`src/pkg/uart_lsr_pkg.sv`:
```
`default_nettype none
package uart_lsr_pkg;
    // receive fifo geometry
    localparam int RX_DEPTH = 128;
    localparam int RX_AW = 7;
    localparam int RX_CW = 8;
    localparam logic [7:0] RX_CAP_FIFO = 8'h80; // fifo mode capacity
    localparam logic [7:0] RX_CAP_HOLD = 8'h01; // single holding register
    // register byte offsets
    localparam logic [7:0] OFS_LINE_STATUS = 8'h00;
    localparam logic [7:0] OFS_RX_DATA = 8'h04;
    localparam logic [7:0] OFS_CONTROL = 8'h08;
    localparam logic [7:0] OFS_IRQ_STATUS = 8'h0C;
    localparam logic [7:0] OFS_IRQ_CLEAR = 8'h10;
    localparam logic [7:0] OFS_IRQ_ENABLE = 8'h14;
    // line_status field positions
    localparam int LS_RDY = 0;
    localparam int LS_OVR = 1;
    localparam int LS_PE = 2;
    localparam int LS_FE = 3;
    localparam int LS_BRK = 4;
    localparam int LS_THRE = 5;
    localparam int LS_TEMT = 6;
    localparam int LS_FERR = 7;
    // control field positions and reset value
    localparam int CTL_FIFO_MODE = 0;
    localparam int CTL_THRE_IE = 1;
    localparam logic [1:0] CTL_RESET = 2'h0;
    // interrupt status / enable / clear layout
    localparam int IRQ_W = 4;
    localparam int IRQ_RX = 0;
    localparam int IRQ_OVR = 1;
    localparam int IRQ_LINE_ERR = 2;
    localparam int IRQ_BRK = 3;
    localparam logic [3:0] IRQ_RESET = 4'h0;
    // one received character with its error tags
    typedef struct packed {
        logic brk;
        logic fe;
        logic pe;
        logic [7:0] data;
    } rx_entry_t;
    // break detector states, gray along idle-count-held
    typedef enum logic [1:0] {
        BRK_IDLE = 2'b00,
        BRK_COUNT = 2'b01,
        BRK_HELD = 2'b11
    } brk_state_t;
endpackage
`default_nettype wire

```
`src/core/rx_tag_mem.sv`:
```
`default_nettype none
module rx_tag_mem
    import uart_lsr_pkg::*;
(
    input wire logic ref_clk,
    input wire logic clk_en,
    input wire logic wr_en,
    input wire logic [RX_AW-1:0] wr_addr,
    input wire rx_entry_t wr_data,
    input wire logic [RX_AW-1:0] rd_addr,
    output rx_entry_t rd_data
);
    rx_entry_t mem_q [RX_DEPTH]; // character and tag storage
    rx_entry_t rd_d; // next read word

    // read with write-through so a fresh push is seen at once
    always_comb begin
        if (wr_en && wr_addr == rd_addr) begin
            rd_d = wr_data;
        end else begin
            rd_d = mem_q[rd_addr];
        end
    end

    // storage and registered read data
    always_ff @(posedge ref_clk) begin
        if (clk_en) begin
            if (wr_en) begin
                mem_q[wr_addr] <= wr_data;
            end
            rd_data <= rd_d;
        end
    end
endmodule // rx_tag_mem
`default_nettype wire

```
`src/core/uart_line_status_flags.sv`:
```
// Design decisions made here: the placing of the registers and the Wishbone register port.
`default_nettype none
module uart_line_status_flags
    import uart_lsr_pkg::*;
(
    input wire logic ref_clk,
    input wire logic reset_n,
    input wire logic clk_en,
    input wire logic wb_cyc,
    input wire logic wb_stb,
    input wire logic wb_we,
    input wire logic [7:0] wb_adr,
    input wire logic [3:0] wb_sel,
    input wire logic [31:0] wb_dat_w,
    output logic [31:0] wb_dat_r,
    output logic wb_ack,
    input wire logic rx_serial_in,
    input wire logic baud_tick,
    input wire logic [3:0] frame_bits,
    input wire logic rx_char_valid,
    input wire rx_entry_t rx_char,
    input wire logic tx_load,
    input wire logic tx_move,
    input wire logic [7:0] tx_fifo_count,
    input wire logic tx_shift_busy,
    output logic fifo_mode,
    output logic [7:0] line_status,
    output logic irq
);
    // rx pin synchroniser and filtered level
    logic rx_s1_q, rx_s2_q, rx_s3_q, rx_level_q, rx_level_d;
    // break detector
    brk_state_t brk_state_q, brk_state_d;
    logic [3:0] low_cnt_q, low_cnt_d;
    logic brk_push; // one pulse per break
    // receive fifo bookkeeping
    logic [RX_AW-1:0] wr_ptr_q, wr_ptr_d, rd_ptr_q, rd_ptr_d;
    logic [RX_CW-1:0] count_q, count_d, err_cnt_q, err_cnt_d;
    logic overrun_q, overrun_d;
    rx_entry_t push_entry, head;
    logic push_req, push_ok, pop, full, ovr_evt, push_tag, head_tag, flush;
    // transmit holding register occupancy
    logic holding_full_q, holding_full_d;
    logic holding_empty, tx_empty;
    // software registers and bus
    logic [1:0] ctl_q, ctl_d;
    logic [IRQ_W-1:0] irq_en_q, irq_en_d, irq_sts_q, irq_sts_d, irq_evt;
    logic ack_q, ack_d;
    logic [31:0] dat_q, dat_d;
    logic [7:0] ls_now, ls_q;
    logic acc, rd_acc, wr_acc;

    // three-stage sampling; level moves only when stages two and three agree
    always_comb begin
        rx_level_d = (rx_s2_q == rx_s3_q) ? rx_s3_q : rx_level_q;
    end

    always_ff @(posedge ref_clk or negedge reset_n) begin
        if (!reset_n) begin
            rx_s1_q <= 1'b1;
            rx_s2_q <= 1'b1;
            rx_s3_q <= 1'b1;
            rx_level_q <= 1'b1;
        end else if (clk_en) begin
            rx_s1_q <= rx_serial_in;
            rx_s2_q <= rx_s1_q;
            rx_s3_q <= rx_s2_q;
            rx_level_q <= rx_level_d;
        end
    end

    // break detector: counts bit periods of low line, fires once per low spell
    always_comb begin
        brk_state_d = brk_state_q;
        low_cnt_d = low_cnt_q;
        brk_push = 1'b0;
        case (brk_state_q)
            BRK_IDLE: begin
                low_cnt_d = 4'h0;
                if (!rx_level_q) begin
                    brk_state_d = BRK_COUNT;
                end
            end
            BRK_COUNT: begin
                if (rx_level_q) begin
                    brk_state_d = BRK_IDLE;
                end else if (baud_tick) begin
                    if (low_cnt_q + 4'h1 >= frame_bits) begin
                        brk_push = 1'b1;
                        brk_state_d = BRK_HELD;
                    end else begin
                        low_cnt_d = low_cnt_q + 4'h1;
                    end
                end
            end
            BRK_HELD: begin
                // stay silent until the line returns high
                if (rx_level_q) begin
                    brk_state_d = BRK_IDLE;
                end
            end
            default: brk_state_d = BRK_IDLE;
        endcase
    end

    always_ff @(posedge ref_clk or negedge reset_n) begin
        if (!reset_n) begin
            brk_state_q <= BRK_IDLE;
            low_cnt_q <= 4'h0;
        end else if (clk_en) begin
            brk_state_q <= brk_state_d;
            low_cnt_q <= low_cnt_d;
        end
    end

    // bus access decode, request taken on the edge before ack
    assign acc = wb_cyc && wb_stb && !ack_q;
    assign rd_acc = acc && !wb_we;
    assign wr_acc = acc && wb_we && wb_sel[0];
    assign flush = wr_acc && wb_adr == OFS_CONTROL
                   && wb_dat_w[CTL_FIFO_MODE] != ctl_q[CTL_FIFO_MODE];

    // receive storage with tags alongside each character
    rx_tag_mem u_rx_mem (
        .ref_clk(ref_clk),
        .clk_en(clk_en),
        .wr_en(push_ok),
        .wr_addr(wr_ptr_q),
        .wr_data(push_entry),
        .rd_addr(rd_ptr_d),
        .rd_data(head)
    );

    // receive fifo: push, pop, overrun and error count
    always_comb begin
        push_entry = rx_char;
        if (brk_push) begin
            push_entry = '{brk: 1'b1, fe: 1'b0, pe: 1'b0, data: 8'h00};
        end
        push_req = rx_char_valid || brk_push;
        full = count_q >= (ctl_q[CTL_FIFO_MODE] ? RX_CAP_FIFO : RX_CAP_HOLD);
        pop = rd_acc && wb_adr == OFS_RX_DATA && count_q != 8'h00;
        push_ok = push_req && (!full || pop) && !flush;
        ovr_evt = push_req && full && !pop;
        push_tag = push_entry.brk || push_entry.fe || push_entry.pe;
        head_tag = head.brk || head.fe || head.pe;
        wr_ptr_d = push_ok ? wr_ptr_q + 7'h01 : wr_ptr_q;
        rd_ptr_d = pop ? rd_ptr_q + 7'h01 : rd_ptr_q;
        count_d = count_q + {7'h00, push_ok} - {7'h00, pop};
        err_cnt_d = err_cnt_q + {7'h00, push_ok && push_tag}
                    - {7'h00, pop && head_tag};
        overrun_d = overrun_q;
        if (rd_acc && wb_adr == OFS_LINE_STATUS) begin
            overrun_d = 1'b0;
        end
        if (ovr_evt) begin
            overrun_d = 1'b1; // set wins over the read clear
        end
        if (flush) begin
            // mode change empties the receive path
            wr_ptr_d = 7'h00;
            rd_ptr_d = 7'h00;
            count_d = 8'h00;
            err_cnt_d = 8'h00;
        end
    end

    always_ff @(posedge ref_clk or negedge reset_n) begin
        if (!reset_n) begin
            wr_ptr_q <= 7'h00;
            rd_ptr_q <= 7'h00;
            count_q <= 8'h00;
            err_cnt_q <= 8'h00;
            overrun_q <= 1'b0;
        end else if (clk_en) begin
            wr_ptr_q <= wr_ptr_d;
            rd_ptr_q <= rd_ptr_d;
            count_q <= count_d;
            err_cnt_q <= err_cnt_d;
            overrun_q <= overrun_d;
        end
    end

    // transmit status and composed line status
    always_comb begin
        holding_full_d = holding_full_q;
        if (tx_move) begin
            holding_full_d = 1'b0;
        end
        if (tx_load) begin
            holding_full_d = 1'b1;
        end
        if (ctl_q[CTL_FIFO_MODE]) begin
            holding_empty = tx_fifo_count == 8'h00;
        end else begin
            holding_empty = !holding_full_q;
        end
        tx_empty = holding_empty && !tx_shift_busy;
        ls_now = 8'h00;
        ls_now[LS_RDY] = count_q != 8'h00;
        ls_now[LS_OVR] = overrun_q;
        // head tags only count while a character waits
        ls_now[LS_PE] = ls_now[LS_RDY] && head.pe;
        ls_now[LS_FE] = ls_now[LS_RDY] && head.fe;
        ls_now[LS_BRK] = ls_now[LS_RDY] && head.brk;
        ls_now[LS_THRE] = holding_empty;
        ls_now[LS_TEMT] = tx_empty;
        ls_now[LS_FERR] = ctl_q[CTL_FIFO_MODE] && err_cnt_q != 8'h00;
    end

    // interrupt events and register writes
    always_comb begin
        irq_evt = '0;
        irq_evt[IRQ_RX] = push_ok;
        irq_evt[IRQ_OVR] = ovr_evt;
        irq_evt[IRQ_LINE_ERR] = push_ok && push_tag;
        irq_evt[IRQ_BRK] = brk_push;
        ctl_d = ctl_q;
        irq_en_d = irq_en_q;
        irq_sts_d = irq_sts_q;
        if (wr_acc && wb_adr == OFS_CONTROL) begin
            ctl_d = wb_dat_w[1:0];
        end
        if (wr_acc && wb_adr == OFS_IRQ_ENABLE) begin
            irq_en_d = wb_dat_w[IRQ_W-1:0];
        end
        if (wr_acc && wb_adr == OFS_IRQ_CLEAR) begin
            irq_sts_d = irq_sts_q & ~wb_dat_w[IRQ_W-1:0];
        end
        irq_sts_d = irq_sts_d | irq_evt; // set wins over clear
    end

    // read data mux, latched with the ack
    always_comb begin
        ack_d = acc;
        dat_d = dat_q;
        if (rd_acc) begin
            case (wb_adr)
                OFS_LINE_STATUS: dat_d = {24'h00_0000, ls_now};
                OFS_RX_DATA: dat_d = {24'h00_0000, ls_now[LS_RDY] ? head.data : 8'h00};
                OFS_CONTROL: dat_d = {30'h0000_0000, ctl_q};
                OFS_IRQ_STATUS: dat_d = {28'h000_0000, irq_sts_q};
                OFS_IRQ_ENABLE: dat_d = {28'h000_0000, irq_en_q};
                default: dat_d = 32'h0000_0000; // unmapped and write-only read zero
            endcase
        end
    end

    always_ff @(posedge ref_clk or negedge reset_n) begin
        if (!reset_n) begin
            holding_full_q <= 1'b0;
            ctl_q <= CTL_RESET;
            irq_en_q <= IRQ_RESET;
            irq_sts_q <= IRQ_RESET;
            ack_q <= 1'b0;
            dat_q <= 32'h0000_0000;
            ls_q <= 8'h00;
        end else if (clk_en) begin
            holding_full_q <= holding_full_d;
            ctl_q <= ctl_d;
            irq_en_q <= irq_en_d;
            irq_sts_q <= irq_sts_d;
            ack_q <= ack_d;
            dat_q <= dat_d;
            ls_q <= ls_now;
        end
    end

    // outputs
    assign wb_ack = ack_q;
    assign wb_dat_r = dat_q;
    assign fifo_mode = ctl_q[CTL_FIFO_MODE];
    assign line_status = ls_q;
    assign irq = (|(irq_sts_q & irq_en_q))
                 || (holding_empty && ctl_q[CTL_THRE_IE]);
endmodule // uart_line_status_flags
`default_nettype wire

```
`config.mk`:
```
export PLATFORM = sky130hd
export DESIGN_NAME = uart_line_status_flags
export DESIGN_NICKNAME = d
export VERILOG_FILES = /design/src/pkg/uart_lsr_pkg.sv /design/src/core/rx_tag_mem.sv /design/src/core/uart_line_status_flags.sv
export SDC_FILE = /design/constraint.sdc
export NUM_CORES = 2
export LEC_CHECK = 0
export BUFFER_PORTS_ARGS = -buffer_cell sky130_fd_sc_hd__buf_2
export CAP_MARGIN = 20
export CORE_AREA = 2 2 421 423
export DETAILED_ROUTE_END_ITERATION = 7
export DIE_AREA = 0 0 423 425
export GPL_ROUTABILITY_DRIVEN = 0
export PLACE_DENSITY = 0.58
export SYNTH_ARGS = -nofsm -noshare
export SYNTH_HDL_FRONTEND = slang
export SYNTH_SLANG_ARGS = --single-unit
```
`constraint.sdc`:
```
create_clock -name ref_clk -period 15.1 [get_ports ref_clk]
set_clock_uncertainty 0.2 [all_clocks]
set_input_delay 0 -clock ref_clk [delete_from_list [all_inputs] [get_ports ref_clk]]
set_output_delay 0 -clock ref_clk [all_outputs]
set_load 0.05 [all_outputs]
```
* After elaboration in Yosys (flattened, before gate mapping) *
Memories as Yosys holds them, arrays and structs flattened. A register that Yosys moved wholly into a read port is not among the register bits.
Cells that the tools add are included.
Widths: inputs -> output; s select.

operators by class
  $add $sub $neg = 7
  multiply operators = 0
  div/mod/pow operators = 0
  order comparisons = 2
  equality and inequality tests = 16
  shifts and indexed selects = 0
  mux-type cells = 33
  bitwise logic cells = 4
  reductions and logical operators = 57

operators with widths
  kind                 count
  $pmux 8 s5           1
  $mux 8               4
  $mux 7               4
  $logic_and 1x1->1    24
  $add 8x1->8          2
  $eq 8x4->1 const B   2
  $eq 8x5->1 const B   2
  $logic_not 8->1      2
  $mux 4               4
  $reduce_bool 8->1    2
  $sub 8x1->8          2
  $add 7x1->7 const B  2
  $reduce_and 2->1     7
  $mux 1               12
  $mux 11              1
  $mux 2               5
  $ne 2x2->1 const B   5
  $reduce_and 5->1     2
  $and 4x4->4          2
  $eq 8x3->1 const B   1
  $ge 8x8->1           1
  $pmux 4 s2           1
  $reduce_bool 2->1    4
  $logic_not 1->1      7
  other kinds (13)     20

storage, ports and cells
  register bits = 93
  bits in latches = 0
  bits in writable memories = 1408
  memory bits (read-only) = 0
  bits of input ports = 79
  output and inout bits = 43
  logic and storage cells = 138
  memories = 1

memories
  memory          words  bits a word  read ports  clocked after Yosys merged registers in  write ports  RTL line          text
  u_rx_mem.mem_q  128    11           1           1                                        1            rx_tag_mem.sv:13  rx_entry_t mem_q [RX_DEPTH];

* Logic depth before layout (Yosys ltp) *
  depth after elaboration = 13
  depth in mapped cells = 20
  depth with buffers taken out = 20

* Modules after synthesis *
Synthesis repeated with hierarchy kept, for this count alone.

unflattened totals
  cell total of the unflattened synthesis = 3324
  area, all modules = 60384.2 um2

by module, submodules not included
  module                  times used  cells an instance  area an instance (um2)  sequential area each (um2)
  rx_tag_mem              1           2790               55477.0                 42610.9
  uart_line_status_flags  1           534                4907.2                  1731.7

* Worst setup path before layout *
No wires, ideal clock.

  path type = reg-to-reg
  start point = register low_cnt_q[0]
  end point = register err_cnt_q[7]
  library setup time = 137 ps
  arrival = 5333 ps
  required time = 14763 ps
  setup slack = 9430 ps
  cell stages (with the launch flop) = 20
  path buffers = 0
  period minus slack after synthesis = 5670 ps
  path through = dfrtp_1 > ha_1 > ha_1 > a21o_1 > a21o_1 > a21oi_1 > nand2b_1 > nand2b_1 > o311ai_0 > ha_1 > inv_1 > ha_1 > a21o_1 > a21oi_1 > o21bai_1 > a21oi_1 > o21bai_1 > a21oi_1 > xnor2_1 > o22ai_1

RTL lines
  what                    RTL line                       text
  from (decl)             uart_line_status_flags.sv:34   logic [3:0] low_cnt_q, low_cnt_d;
  from (signal assigned)  uart_line_status_flags.sv:112  low_cnt_q <= low_cnt_d;
  to (signal assigned)    uart_line_status_flags.sv:179  err_cnt_q <= err_cnt_d;
  to (decl)               uart_line_status_flags.sv:38   logic [RX_CW-1:0] count_q, count_d, err_cnt_q, err_cnt_d;

* Worst setup path in the final report *
  start point = register ack_q, in the netlist wb_ack
  end point = register u_rx_mem.rd_data[1] (netlist name)

on the way
  cells in the longest elaborated chain, start to end = 7
  elaborated cells between the ends (all ways) = 11
  those cells by class = 2 x mux; 9 x reduce/logical

RTL lines
  what                                                RTL line                                                      text
  from (decl)                                         uart_line_status_flags.sv:48                                  logic ack_q, ack_d;
  from (signal assigned)                              uart_line_status_flags.sv:263                                 ack_q <= ack_d;
  $logic_not 1->1 (*)                                 uart_line_status_flags.sv:117                                 assign acc = wb_cyc && wb_stb && !ack_q;
  $logic_and 1x1->1 (*)                               uart_line_status_flags.sv:117
  $logic_and 1x1->1, on equally long branches         uart_line_status_flags.sv:118, uart_line_status_flags.sv:119
  $logic_and 1x1->1, on equally long branches         uart_line_status_flags.sv:142, uart_line_status_flags.sv:119
  $logic_and 1x1->1, on equally long branches         uart_line_status_flags.sv:142, uart_line_status_flags.sv:120
  $mux 7 / $logic_and 1x1->1 (equally long branches)  uart_line_status_flags.sv:148, uart_line_status_flags.sv:121
  $mux 7 (*)                                          uart_line_status_flags.sv:159                                 if (flush) begin

Mark *: on every way between the ends. The rest lies on a longest branch, timed or not.
A chain may end at the register's enable or synchronous reset.

==> results.py <==
metrics = {
    "clock_network": {
        "root_buffer": "clkbuf_16",
        "clkTransAtPathRegs_ns": 0.06,
        "cts.sinks": 1488,
        "cts_buffers": 150,
        "clkLatencyLatePin_ns": 0.79,
        "cts_max_level": 4,
        "cts_setup_buffers": 0,
        "cts_tree": "done",
        "clockBufferDepth": 3,
    },
    "floorplan": {
        "ioPinCount": 122,
        "initial_utilization": 0.347,
        "dieHeight_microns": 425,
        "core_area_sq_mm": 0.175,
        "dieArea_sq_mm": 0.180,
        "dieWidth_microns": 423,
        "rows": 154,
    },
    "yosys": {
        "syn_avg_cell_area_sq_um": 13.1,
        "yosys_register_bits": 1488,
        "ys_seq_area_frac": 0.728,
        "syn_area_sq_mm": 0.0609,
        "async_flop_share": 0.0464,
        "synth_cell_types": 87,
        "ys.flop_type": "edfxtp_1",
        "synth-edff-count": 1419,
        "postSynthCellCount": 4633,
        "yosys_warnings": 0,
    },
    "drt": {
        "finalWirelength_mm": 186,
        "drc": 0,
        "vias": 40200,
        "drt-initial-drc-count": 5681,
        "postRouteAntennaNets": 0,
        "wl_per_cell_microns": 25.4,
        "dr.pass1.iters": 6,
        "drt-vias-per-instance": 5.49,
    },
    "sta": {
        "rsz0062_at_grt": "no",
        "max_freq_mhz": 144,
        "min_period_ns": 6.92,
        "setup_violations": 0,
        "worstMarginPinSlew_ns": 1.16,
        "fin_crit_sh": 0.458,
        "maxSlewViolCount": 0,
        "finalSetupTns_ns": 0,
        "maxSlewHeadroom": 0.224,
        "layout_setup_ws_ns": 8.18,
        "hold_violations": 0,
    },
    "place": {
        "dp_hpwl_mm": 108,
        "dp_slack_ns": 8.39,
        "numPortBuffers": 66,
    },
    "power_and_ir_drop": {
        "p_leak_uw": 0.0236,
        "peakVddDrop_mv": 0.128,
        "power_uw": 9360,
        "powerDensity_mw_per_mm2": 133,
    },
    "finish": {
        "multi_input_area_sq_mm": 0.0152,
        "final_common_cell": "edfxtp_1",
        "layout_common_cells": "1419 x edfxtp_1, 1079 x nand2_1, 428 x nand3_1, 229 x a21oi_1, 179 x nor2_1",
        "drive_gt1_frac": 0.110,
        "final_nets": 4972,
        "syn_to_final_growth_pct": 15.2,
        "seqCellArea_sq_mm": 0.0443,
        "fill_cells": 16300,
    },
    "grt": {
        "gr-total-overflow": 0,
        "grt_pass1_vias": 37100,
        "antenna_found_initial": 7,
        "grt_util_all_layers": 0.202,
        "grt_pass1_wl_mm": 266,
        "grt_start_max_net_pins": 130,
    },
    "run": {
        "cap_violations": 0,
    },
    "hold_path": {
        "hp-class": "in -> reg",
    },
    "worst_setup_path": {
        "crit_fanout": 129,
        "arrival_ns": 7.27,
        "cp-end-kind": "flop",
        "cp-start-kind": "flop",
        "worst-setup-path-type": "reg -> reg",
        "worstPathRequired_ns": 15.45,
    },
    "run_status": {
        "status": "finished clean",
    },
}
==> area by class of cell <==
| class | count | share of cell area |
|---|---|---|
| inverter | 40 | 0.00221 |
| clock buffer | 194 | 0.0572 |
| tap | 2340 | 0.0417 |
| antenna | 2 | 0.0000713 |
| multi-input combinational | 2828 | 0.217 |
| sequential | 1488 | 0.632 |
| clock inverter | 78 | 0.00817 |
| timing repair buffer | 351 | 0.0416 |
==> per-stage QoR <==
step | cell area [sq um] | instances | hold WS [ns] | util
after floorplan | 61000 | 4656 | -0.496 | -
after global placement | 64200 | 6909 | -0.00262 | 0.366
after CTS | 69900 | 7290 | 0.0538 | 0.399
after global routing | 70200 | 7319 | 0.124 | 0.400
after detailed placement | 64400 | 6932 | -0.00243 | 0.367
final | 70200 | 7321 | 0.112 | 0.400
==> synth_stat cells, types with 55 or more instances <==
library cell	count	share of area
edfxtp_1	1419	0.70
nand2_1	1082	0.067
nand3_1	428	0.035
a21oi_1	232	0.019
nor2_1	189	0.012
mux2i_1	162	0.027
buf_2	143	0.012
o21ai_0	89	0.0073
clkbuf_1	81	0.0050
a31oi_1	68	0.0070
dfrtp_1	65	0.027
and3_1	55	0.0056
==> worst paths after layout <==
path                           start                  end  slack (ns)  cells past startpoint
max                           wb_ack  u_rx_mem.rd_data[1]        8.18                     16
min                        baud_tick         low_cnt_q[0]        0.11                      6
max reg2reg                   wb_ack  u_rx_mem.rd_data[1]        8.18                     16
min reg2reg                  rx_s3_q              rx_s3_q        0.29                      2
max in group asynchronous    reset_n       line_status[0]       14.19                      4
min in group asynchronous    reset_n              rx_s3_q        0.13                      3
==> power by group <==
part           internal (uW)  switching [uW]  total, uW
clock                   1980            1590       3570
combinational            309             759       1070
sequential              4660            58.1       4720
==> timing repair <==
action	CTS	global route
hold buffers	86	0
hold endpoints to repair	676	0
resized for setup	0	0
==> sequential cells by signal (all words and copies together), names as in the netlist, 4 cells and up <==
register,count
wb_dat_r,8
u_rx_mem.rd_data,11
line_status,8
count_q,8
low_cnt_q,4
irq_sts_q,4
err_cnt_q,8
wr_ptr_q,7
u_rx_mem.mem_q,1408
rd_ptr_q,7
irq_en_q,4
==> per-layer routing <==
layer  vias to the layer above  GRT usage  share of wire
li1                      17600          -              -
met1                     20200      0.286           0.42
met2                      2093      0.309           0.45
met3                       326     0.0414          0.097
met4                         4     0.0667          0.034
met5                         -          0        0.00012
==> cells by family after synthesis <==
| logic type | share of synthesized area |
|---|---|
| and+or+nand+nor | 0.134 |
| muxes | 0.0316 |
| adders and majority gates | 0.00723 |
| xor gates and xnor gates | 0.00382 |
| buffers and inverters | 0.0262 |
| other | 0.0000616 |
| AOI/OAI and AO/OA | 0.0689 |
| DFF | 0.728 |
==> worst max-delay path: stages, from the launching register on <==
cell and delay, ns:
dfrtp_1 0.42, and3b_1 0.24, dlygate4sd3_1 0.57, or4b_1 0.52, nor2_2 0.11, buf_4 0.30
a21o_4 0.50, buf_4 0.70, buf_12 0.48, buf_12 0.50, nand2_1 0.13, a21oi_1 0.16
o21ai_0 0.09, nor4b_1 0.16, o2111ai_1 0.67, a21oi_1 0.28, a221oi_1 0.38
No activity file was read; power rests on OpenSTA's default activity.
